File: src/core/amss_regs.vh
/*
 Constants for the asynchronous memory strobe sequencer.
 Assumes inclusion by the sequencer core only.
*/
`ifndef AMSS_REGS_VH
`define AMSS_REGS_VH
`define AMSS_CS_IDLE 4'hf
`define AMSS_WORD_ADDR_W 22
`define AMSS_BYTE_ADDR_W 2
`define AMSS_DATA_W 16
`define AMSS_SETUP_W 4
`define AMSS_STROBE_W 6
`define AMSS_HOLD_W 3
`define AMSS_TA_W 2
`define AMSS_CNT_W 6
`endif

File: src/core/amss_seq.v
/*
 Asynchronous memory strobe sequencer: runs one read or write access to an
 external asynchronous memory with programmable phase lengths.
 Assumes timing settings stay stable while busy and the data bus
 is resolved outside from mem_data_bus_out, mem_data_bus_oe.
*/
`timescale 1ns/1ps
`include "amss_regs.vh"
module amss_seq #(
   parameter CS_N = 4
) (
   input wire clock,
   input wire rst_n,
   input wire req_valid,
   input wire req_write,
   input wire [1:0] req_cs,
   input wire [`AMSS_WORD_ADDR_W-1:0] req_word_addr,
   input wire [`AMSS_BYTE_ADDR_W-1:0] req_byte_addr,
   input wire [`AMSS_DATA_W-1:0] req_wdata,
   input wire strobe_select_mode,
   input wire [`AMSS_SETUP_W-1:0] read_setup_count,
   input wire [`AMSS_STROBE_W-1:0] read_strobe_count,
   input wire [`AMSS_HOLD_W-1:0] read_hold_count,
   input wire [`AMSS_SETUP_W-1:0] write_setup_count,
   input wire [`AMSS_STROBE_W-1:0] write_strobe_count,
   input wire [`AMSS_HOLD_W-1:0] write_hold_count,
   input wire [`AMSS_TA_W-1:0] turnaround_count,
   output reg req_ready,
   output reg rd_valid,
   output reg [`AMSS_DATA_W-1:0] rd_data,
   output reg [CS_N-1:0] mem_chip_select_n,
   output reg mem_read_strobe_n,
   output reg mem_write_strobe_n,
   output reg [`AMSS_WORD_ADDR_W-1:0] mem_word_addr,
   output reg [`AMSS_BYTE_ADDR_W-1:0] mem_byte_addr,
   input wire [`AMSS_DATA_W-1:0] mem_data_bus_in,
   output reg [`AMSS_DATA_W-1:0] mem_data_bus_out,
   output reg mem_data_bus_oe
);
   localparam [4:0] ST_IDLE = 5'h01;
   localparam [4:0] ST_SETUP = 5'h02;
   localparam [4:0] ST_STROBE = 5'h04;
   localparam [4:0] ST_HOLD = 5'h08;
   localparam [4:0] ST_TURN = 5'h10;

   reg [4:0] state_q;
   reg [4:0] state_d;
   reg [`AMSS_CNT_W-1:0] cnt_q;
   reg [`AMSS_CNT_W-1:0] cnt_d;
   reg ready_d;
   reg write_q;
   reg ss_q;
   reg [CS_N-1:0] cs_sel_q;
   wire [`AMSS_CNT_W-1:0] start_len;
   wire [`AMSS_CNT_W-1:0] strobe_len;
   wire [`AMSS_CNT_W-1:0] hold_len;
   wire [`AMSS_CNT_W-1:0] turn_len;
   wire last;
   wire near_last;
   wire take;
   wire start;
   wire setup_end;
   wire strobe_end;
   wire hold_end;
   wire turn_end;
   wire [CS_N-1:0] cs_dec;

   // Settings give phase length minus one
   assign start_len = req_write ? {2'h0, write_setup_count} : {2'h0, read_setup_count};
   assign strobe_len = write_q ? write_strobe_count : read_strobe_count;
   assign hold_len = write_q ? {3'h0, write_hold_count} : {3'h0, read_hold_count};
   assign turn_len = {4'h0, turnaround_count};
   assign last = (cnt_q == 6'h00);
   assign near_last = (cnt_q == 6'h01);
   assign cs_dec = {{(CS_N-1){1'b0}}, 1'b1} << req_cs;
   assign take = req_valid && req_ready;
   assign setup_end = (state_q == ST_SETUP) && last;
   assign strobe_end = (state_q == ST_STROBE) && last;
   assign hold_end = (state_q == ST_HOLD) && last;
   assign turn_end = (state_q == ST_TURN) && last;
   // Take in idle or in the final turnaround cycle, so back to back
   // accesses see exactly the programmed turnaround
   assign start = take && ((state_q == ST_IDLE) || turn_end);

   // Phase sequencing
   always @* begin
      state_d = state_q;
      cnt_d = cnt_q;
      case (state_q)
         ST_IDLE: begin
            if (start) begin
               cnt_d = start_len;
               state_d = ST_SETUP;
            end
         end
         ST_SETUP: begin
            if (last) begin
               cnt_d = strobe_len;
               state_d = ST_STROBE;
            end else begin
               cnt_d = cnt_q - 6'h01;
            end
         end
         ST_STROBE: begin
            if (last) begin
               cnt_d = hold_len;
               state_d = ST_HOLD;
            end else begin
               cnt_d = cnt_q - 6'h01;
            end
         end
         ST_HOLD: begin
            // Address and data unchanged through hold
            if (last) begin
               cnt_d = turn_len;
               state_d = ST_TURN;
            end else begin
               cnt_d = cnt_q - 6'h01;
            end
         end
         ST_TURN: begin
            if (last) begin
               if (start) begin
                  cnt_d = start_len;
                  state_d = ST_SETUP;
               end else begin
                  state_d = ST_IDLE;
               end
            end else begin
               cnt_d = cnt_q - 6'h01;
            end
         end
         default: begin
            cnt_d = 6'h00;
            state_d = ST_IDLE;
         end
      endcase
   end

   // Ready stands through idle and the last turnaround cycle only
   always @* begin
      ready_d = 1'b0;
      case (state_q)
         ST_IDLE: begin
            ready_d = !take;
         end
         ST_HOLD: begin
            ready_d = last && (turn_len == 6'h00);
         end
         ST_TURN: begin
            if (last) begin
               ready_d = !take;
            end else begin
               ready_d = near_last;
            end
         end
         default: begin
            ready_d = 1'b0;
         end
      endcase
   end

   always @(posedge clock or negedge rst_n) begin
      if (!rst_n) begin
         state_q <= ST_IDLE;
         cnt_q <= 6'h00;
         req_ready <= 1'b0;
      end else begin
         state_q <= state_d;
         cnt_q <= cnt_d;
         req_ready <= ready_d;
      end
   end

   // Access kind, mode and select latched at the take
   always @(posedge clock or negedge rst_n) begin
      if (!rst_n) begin
         write_q <= 1'b0;
         ss_q <= 1'b0;
         cs_sel_q <= {CS_N{1'b0}};
      end else begin
         if (start) begin
            write_q <= req_write;
            ss_q <= strobe_select_mode;
            cs_sel_q <= cs_dec;
         end
      end
   end

   // Select early with the address, or with the strobe in strobe-select mode
   always @(posedge clock or negedge rst_n) begin
      if (!rst_n) begin
         mem_chip_select_n <= {CS_N{1'b1}};
      end else begin
         if (start) begin
            if (strobe_select_mode) begin
               mem_chip_select_n <= {CS_N{1'b1}};
            end else begin
               mem_chip_select_n <= ~cs_dec;
            end
         end else if (setup_end) begin
            mem_chip_select_n <= ~cs_sel_q;
         end else if (strobe_end && ss_q) begin
            mem_chip_select_n <= {CS_N{1'b1}};
         end else if (hold_end || (state_q == ST_IDLE)) begin
            mem_chip_select_n <= {CS_N{1'b1}};
         end
      end
   end

   always @(posedge clock or negedge rst_n) begin
      if (!rst_n) begin
         mem_read_strobe_n <= 1'b1;
      end else begin
         if (setup_end && !write_q) begin
            mem_read_strobe_n <= 1'b0;
         end else if (strobe_end || (state_q == ST_IDLE)) begin
            mem_read_strobe_n <= 1'b1;
         end
      end
   end

   always @(posedge clock or negedge rst_n) begin
      if (!rst_n) begin
         mem_write_strobe_n <= 1'b1;
      end else begin
         if (setup_end && write_q) begin
            mem_write_strobe_n <= 1'b0;
         end else if (strobe_end || (state_q == ST_IDLE)) begin
            mem_write_strobe_n <= 1'b1;
         end
      end
   end

   // Address and write data load only at the take
   always @(posedge clock or negedge rst_n) begin
      if (!rst_n) begin
         mem_word_addr <= 22'h000000;
      end else begin
         if (start) begin
            mem_word_addr <= req_word_addr;
         end
      end
   end

   always @(posedge clock or negedge rst_n) begin
      if (!rst_n) begin
         mem_byte_addr <= 2'h0;
      end else begin
         if (start) begin
            mem_byte_addr <= req_byte_addr;
         end
      end
   end

   always @(posedge clock or negedge rst_n) begin
      if (!rst_n) begin
         mem_data_bus_out <= 16'h0000;
      end else begin
         if (start) begin
            mem_data_bus_out <= req_wdata;
         end
      end
   end

   // Bus driven from take to end of write hold
   always @(posedge clock or negedge rst_n) begin
      if (!rst_n) begin
         mem_data_bus_oe <= 1'b0;
      end else begin
         if (start) begin
            mem_data_bus_oe <= req_write;
         end else if (hold_end || (state_q == ST_IDLE)) begin
            mem_data_bus_oe <= 1'b0;
         end
      end
   end

   // Read data taken at the edge that ends the strobe
   always @(posedge clock or negedge rst_n) begin
      if (!rst_n) begin
         rd_valid <= 1'b0;
         rd_data <= 16'h0000;
      end else begin
         rd_valid <= strobe_end && !write_q;
         if (strobe_end && !write_q) begin
            rd_data <= mem_data_bus_in;
         end
      end
   end
endmodule

File: config.mk
export PLATFORM = sky130hd
export DESIGN_NAME = amss_seq
export DESIGN_NICKNAME = d
export VERILOG_FILES = /design/src/core/amss_seq.v
export VERILOG_INCLUDE_DIRS = /design/src /design/src/core
export SDC_FILE = /design/constraint.sdc
export NUM_CORES = 1
export LEC_CHECK = 0
export ABC_AREA = 1
export BUFFER_PORTS_ARGS = -buffer_cell sky130_fd_sc_hd__buf_2
export CORE_ASPECT_RATIO = 1.4
export CORE_UTILIZATION = 48
export DETAILED_ROUTE_END_ITERATION = 16
export PLACE_DENSITY = 0.82
export SLEW_MARGIN = 20
export SYNTH_ARGS = -nofsm -noshare
export SYNTH_HDL_FRONTEND = slang
export SYNTH_SLANG_ARGS = --single-unit
File: constraint.sdc
create_clock -name clock -period 2.2 [get_ports clock]
set_input_delay 0.11 -clock clock [delete_from_list [all_inputs] [get_ports clock]]
set_output_delay 0.11 -clock clock [all_outputs]
set_load 0.02 [all_outputs]
* Word-level counts from Yosys, hierarchy flattened
Index checks and enable logic that the tools add are counted.
** Storage, ports and cells
- Register bits after elaboration :: 82
- Input port bits :: 91
- Output and inout bits :: 65
- Word-level logic and storage cells :: 81
** Operators by class
- Add/subtract/negate cells :: 1
- Equality and inequality tests :: 11
- Shifts and indexed selects :: 1
- Mux-type cells :: 28
- Bitwise gates (word level) :: 2
- Reductions and logical operators :: 23
** Operators with widths (number)
- $mux W6 :: 6
- $pmux W6 S5 :: 1
- $mux W5 :: 5
- $pmux W5 S5 :: 1
- $mux W4 :: 6
- $logic_not A6 Y1 :: 2
- $logic_and A1 B1 Y1 :: 11
- $ne A2 B2 Y1 const B :: 5
- $not A4 Y4 :: 2
- $eq A6 B1 Y1 const B :: 1
- $mux W1 :: 6
- $reduce_bool A2 Y1 :: 3
- $sub A6 B1 Y6 const B :: 1
- $eq A5 B1 Y1 const B :: 1
- $eq A5 B2 Y1 const B :: 1
- $eq A5 B3 Y1 const B :: 1
- $eq A5 B4 Y1 const B :: 1
- $eq A5 B5 Y1 const B :: 1
- $reduce_and A5 Y1 :: 1
- $reduce_bool A4 Y1 :: 1
- $shl A1 B2 Y4 const A :: 1
- $logic_or A1 B1 Y1 :: 3
- $mux W3 :: 1
- $pmux W1 S3 :: 1
- 2 further kinds :: 3

* Depth between registers and ports, before layout
- Depth in word-level cells :: 7
- Mapped depth :: 12
- Depth with buffers taken out :: 12

* Worst setup path after synthesis
OpenSTA, ideal clock, no wires.
- Kind :: register -> register
- Start point :: register cnt_q[0]
- End point :: register rd_data[10]
- Setup time :: 0.117 ns
- Arrival time :: 1.561 ns
- Slack :: 0.522 ns
- Stages on the path, launching flop included :: 13
- Path buffers :: 1
- Cell sequence :: dfrtp_1 inv_1 ha_1 nand2_2 nor2_8 inv_6 nor2_8 inv_2 nor2_8 inv_4 buf_6 nand2_1 nand2_1
** On the way
- Word-level cells in the longest chain between the ends :: 3
** RTL lines
- from (decl) :: line amss_seq.v:48 : reg [`AMSS_CNT_W-1:0] cnt_q;
- from (signal assigned) :: line amss_seq.v:170 : cnt_q <= cnt_d;
- $logic_not A6 Y1 :: line amss_seq.v:73 : assign last = (cnt_q == 6'h00);
- $logic_and A1 B1 Y1 :: line amss_seq.v:78 : assign strobe_end = (state_q == ST_STROBE) && last;
- $logic_and A1 B1 Y1 :: line amss_seq.v:286 : if (strobe_end && !write_q) begin
- to (signal assigned) :: line amss_seq.v:287 : rd_data <= mem_data_bus_in;
- to (decl) :: line amss_seq.v:30 : output reg [`AMSS_DATA_W-1:0] rd_data,
Every way passes these cells.
A chain may end at the register's enable or synchronous reset.

* Worst setup path after layout
- Start point :: register cnt_q[0]
- End point :: register mem_data_bus_out[9]
** On the way
- Word-level cells in the longest chain between the ends :: 4
** RTL lines
- $logic_not A6 Y1 :: line amss_seq.v:73
- $logic_and A1 B1 Y1 :: line amss_seq.v:80 : assign turn_end = (state_q == ST_TURN) && last;
- $logic_or A1 B1 Y1 :: line amss_seq.v:83 : assign start = take && ((state_q == ST_IDLE) || turn_end);
- $logic_and A1 B1 Y1 :: line amss_seq.v:83
- to (signal assigned) :: line amss_seq.v:261 : mem_data_bus_out <= req_wdata;
- to (decl) :: line amss_seq.v:37 : output reg [`AMSS_DATA_W-1:0] mem_data_bus_out,
Every way passes these cells.

==> results.sh <==
export IMPL_status="finished clean"
export IMPL_hold_path_depth=3
export IMPL_timing_fmax_ghz=0.498
export IMPL_timing_setup_tns_ns=0
export IMPL_grt_util_all_layers_pct=27.1
export IMPL_chipWidth_um=77.4
export IMPL_areaGrowthSynthToFinish_pct=42.5
export IMPL_slew_headroom_pct=52.1
export IMPL_slowest_delay_ns=0.43
export IMPL_critical_path_class="reg -> reg"
export IMPL_start_util_pct=49.3
export IMPL_postCtsSetupBuffers=0
export IMPL_post_route_period_util_pct=91.2
export IMPL_routed_wl_mm=10.8
export IMPL_gp_congestion=0.869
export IMPL_synth_enable_flop_cells=0
export IMPL_cp_end_kind="flip-flop"
export IMPL_rr_startpoint="cnt_q[0]"
export IMPL_reg2reg_slack_ns=0.19
export IMPL_crit_top_cell="nand2_4"
export IMPL_drtIter0Drc=289
export IMPL_cp_start_kind="flip-flop"
export IMPL_place_ws_ns=0.201
export IMPL_antenna_cells=0
export IMPL_wl_met3_um=535
export IMPL_ys_warn_count=0
export IMPL_worstMarginPinSlew_ns=0.719
export IMPL_cp_data_required_time_ns=2.45
export IMPL_synth_cell_types=35
export IMPL_hp_start="write_strobe_count[5]"
export IMPL_ctsResizeCount=0
export IMPL_grt_pass1_vias=3851
export IMPL_grt_pass1_wl_mm=17.3
export IMPL_grt_setup_unrepaired="no"
export IMPL_cts_hold_buf=57
export IMPL_crit_family="simple AND/OR/NAND/NOR gates"
export IMPL_slew_viol_final=0
export IMPL_clkTransAtPathRegs_ns=0.08
export IMPL_antenna_left=0
export IMPL_async_reset_ff_share_pct=100
export IMPL_fin_ws_ns=0.194
export IMPL_root_buffer="clkbuf_8"
export IMPL_clock_sinks=82
export IMPL_core_area_mm2=0.00775
export IMPL_first_pass_iters=4
export IMPL_antenna_found_initial=0
export IMPL_drt_met1_wl_mm=4.03
export IMPL_dr_wl_met2_mm=5.81
export IMPL_finalNetCount=768
export IMPL_htreeDepth=3
export IMPL_num_io_pins=156
export IMPL_numCtsBuffers=9
export IMPL_maxUsedRoutingLayer="met4"
export IMPL_netlist_instances=460
export IMPL_dieArea_mm2=0.00832
export IMPL_drive_gt1_share_pct=31.0
export IMPL_cp_max_fo=46
export IMPL_finalHoldViolCount=0
export IMPL_rows=38
export IMPL_dp_hpwl_mm=6.90
export IMPL_synthesis_area_per_instance_um2=8.30
export IMPL_ir_drop_uv=766
export IMPL_rr_worst_depth=10
export IMPL_cap_violations=0
export IMPL_period_needed_ns=2.01
export IMPL_wl_per_cell_um=13.9
export IMPL_synth_nets=553
export IMPL_setup_violations=0
export IMPL_avgViaCountPerCell=4.98
export IMPL_worst_path_buf_inv=2
export IMPL_grt_max_degree=83
export IMPL_grt_overflow=0
export IMPL_worstHoldPathType="in -> reg"
export IMPL_crit_chain="inv_1 > ha_1 > nand2_2 > nor2_8 > nand2_4 > nand2_4 > nand2_4 > buf_4 > nand2_1 > nand2_1"
export IMPL_vias=3887
export IMPL_yosysSeqAreaShare_pct=53.9
export IMPL_worst_clock_skew_ns=0.00836
export IMPL_clkLatencyLatePin_ns=0.36
export IMPL_p_leak_nw=2.95
export IMPL_p_per_area_mw_per_mm2=1210
export IMPL_crit_arrival_ns=2.26
export IMPL_clock_path_buffers=2
export IMPL_io_buffers=155
export IMPL_synth_seq_cells=82
export IMPL_ys_flop_type="dfrtp_1"
export IMPL_synthesis_area_mm2=0.00382
export IMPL_fp_dieH_um=108
export IMPL_drc=0
export IMPL_cpMaxStageDelayCell="dfrtp_1"
export IMPL_cts_tree="done"
export IMPL_r2r_end="mem_data_bus_out[9]"
export IMPL_fin_util_pct=70.2
export IMPL_hold_end="cnt_q[5]"
routing by layer:
layer	vias to the layer above	GRT usage, %
li1	1880	-
met1	1796	29.4
met2	166	48.4
met3	45	4.49
met4	0	17.9
met5	-	0
stage by stage:
step | hold slack, ns | power, mW | instances | cell area [um2]
2_1_floorplan | -0.186 | 4.53 | 460 | 3820
3_5_place_dp | 0.310 | 5.53 | 707 | 4690
3_3_place_gp | 0.304 | 5.45 | 707 | 4690
5_1_grt | 0.0411 | 7.08 | 780 | 5440
6_report | 0.0258 | 6.60 | 780 | 5440
4_1_cts | 0.00967 | 6.61 | 780 | 5440
cell usage in the layout (no fill, tap or decap), types with 3 or more instances in the layout:
cell	n
o21ai_0	21
nor3_1	5
nand2_4	3
nand2_1	226
o21ai_1	5
o211ai_1	5
nor2_4	3
or2_2	3
nor2_2	4
dlygate4sd3_1	57
a21oi_1	4
nor2_8	3
inv_1	21
dfstp_2	7
inv_2	5
nor2_1	17
buf_2	154
buf_4	4
nand3_1	18
o22ai_1	3
clkinvlp_4	3
dfrtp_1	75
clkbuf_8	9
worst max-delay path by stage:
stage                         from              endpoint  slack [ns]  cells past startpoint
after global placement    cnt_q[0]   mem_data_bus_out[6]        0.29                     10
after floorplan           cnt_q[0]           rd_data[10]        0.52                     12
after CTS                 cnt_q[0]   mem_data_bus_out[8]        0.18                     10
final                     cnt_q[0]   mem_data_bus_out[9]        0.19                     10
after detailed placement  cnt_q[0]   mem_data_bus_out[8]        0.20                     10
after global routing      cnt_q[0]  mem_chip_select_n[2]        0.02                     11
layout make-up:
class | count | area, um2
clock inverters | 7 | 52.6
repair buffers | 217 | 1400
multi-input cells | 337 | 1570
well taps | 100 | 125
clock buffers | 9 | 124
inverters | 28 | 113
flip-flops and latches | 82 | 2060
fillers | 593 | 2310
synth_stat cells (all sizes together) (3+ instances only):
cell      n  area share, %
a21oi     5           0.95
dfrtp    75             49
clkbuf    4           0.39
inv      28            2.9
or2       3           0.49
o211ai    5           0.98
buf       9            1.7
o22ai     3           0.49
dfstp     7            4.8
nand4     3           0.65
nor3      5           0.65
o21ai    26            3.4
nor2     27            4.8
nand3    20            2.9
nand2   230             23
sequential cells by signal, summed over array words and instances (netlist names):
name                flops
mem_write_strobe_n      1
mem_data_bus_out       16
mem_chip_select_n       4
state_q                 5
mem_byte_addr           2
mem_word_addr          22
cs_sel_q                4
rd_data                16
mem_data_bus_oe         1
write_q                 1
cnt_q                   6
req_ready               1
rd_valid                1
ss_q                    1
mem_read_strobe_n       1
worst min-delay path: cells and delay by family:
kind,cells,cell delay (ns)
simple gates,2,0.16
buf+inv,1,0.08
power breakdown:
part | internal (mW) | total [mW] | leakage, nW | switching [mW]
Clock | 0.417 | 0.983 | 0.0836 | 0.567
Sequential | 2.13 | 2.49 | 0.976 | 0.362
Combinational | 1.08 | 3.13 | 1.89 | 2.05
Total | 3.62 | 6.60 | 2.95 | 2.98
cells by family after synthesis:
logic type / count (synthesis) / share of synthesized area, %
XOR/XNOR: 2 / 0.459
AO/OA/AOI/OAI: 41 / 6.22
adder cells (fa/ha/maj): 2 / 0.655
AND/OR/NAND/NOR: 290 / 33.1
buffers and inverters: 41 / 5.08
flip-flops: 82 / 53.9
multiplexers: 2 / 0.524
No activity file was read; power rests on OpenSTA's default activity.
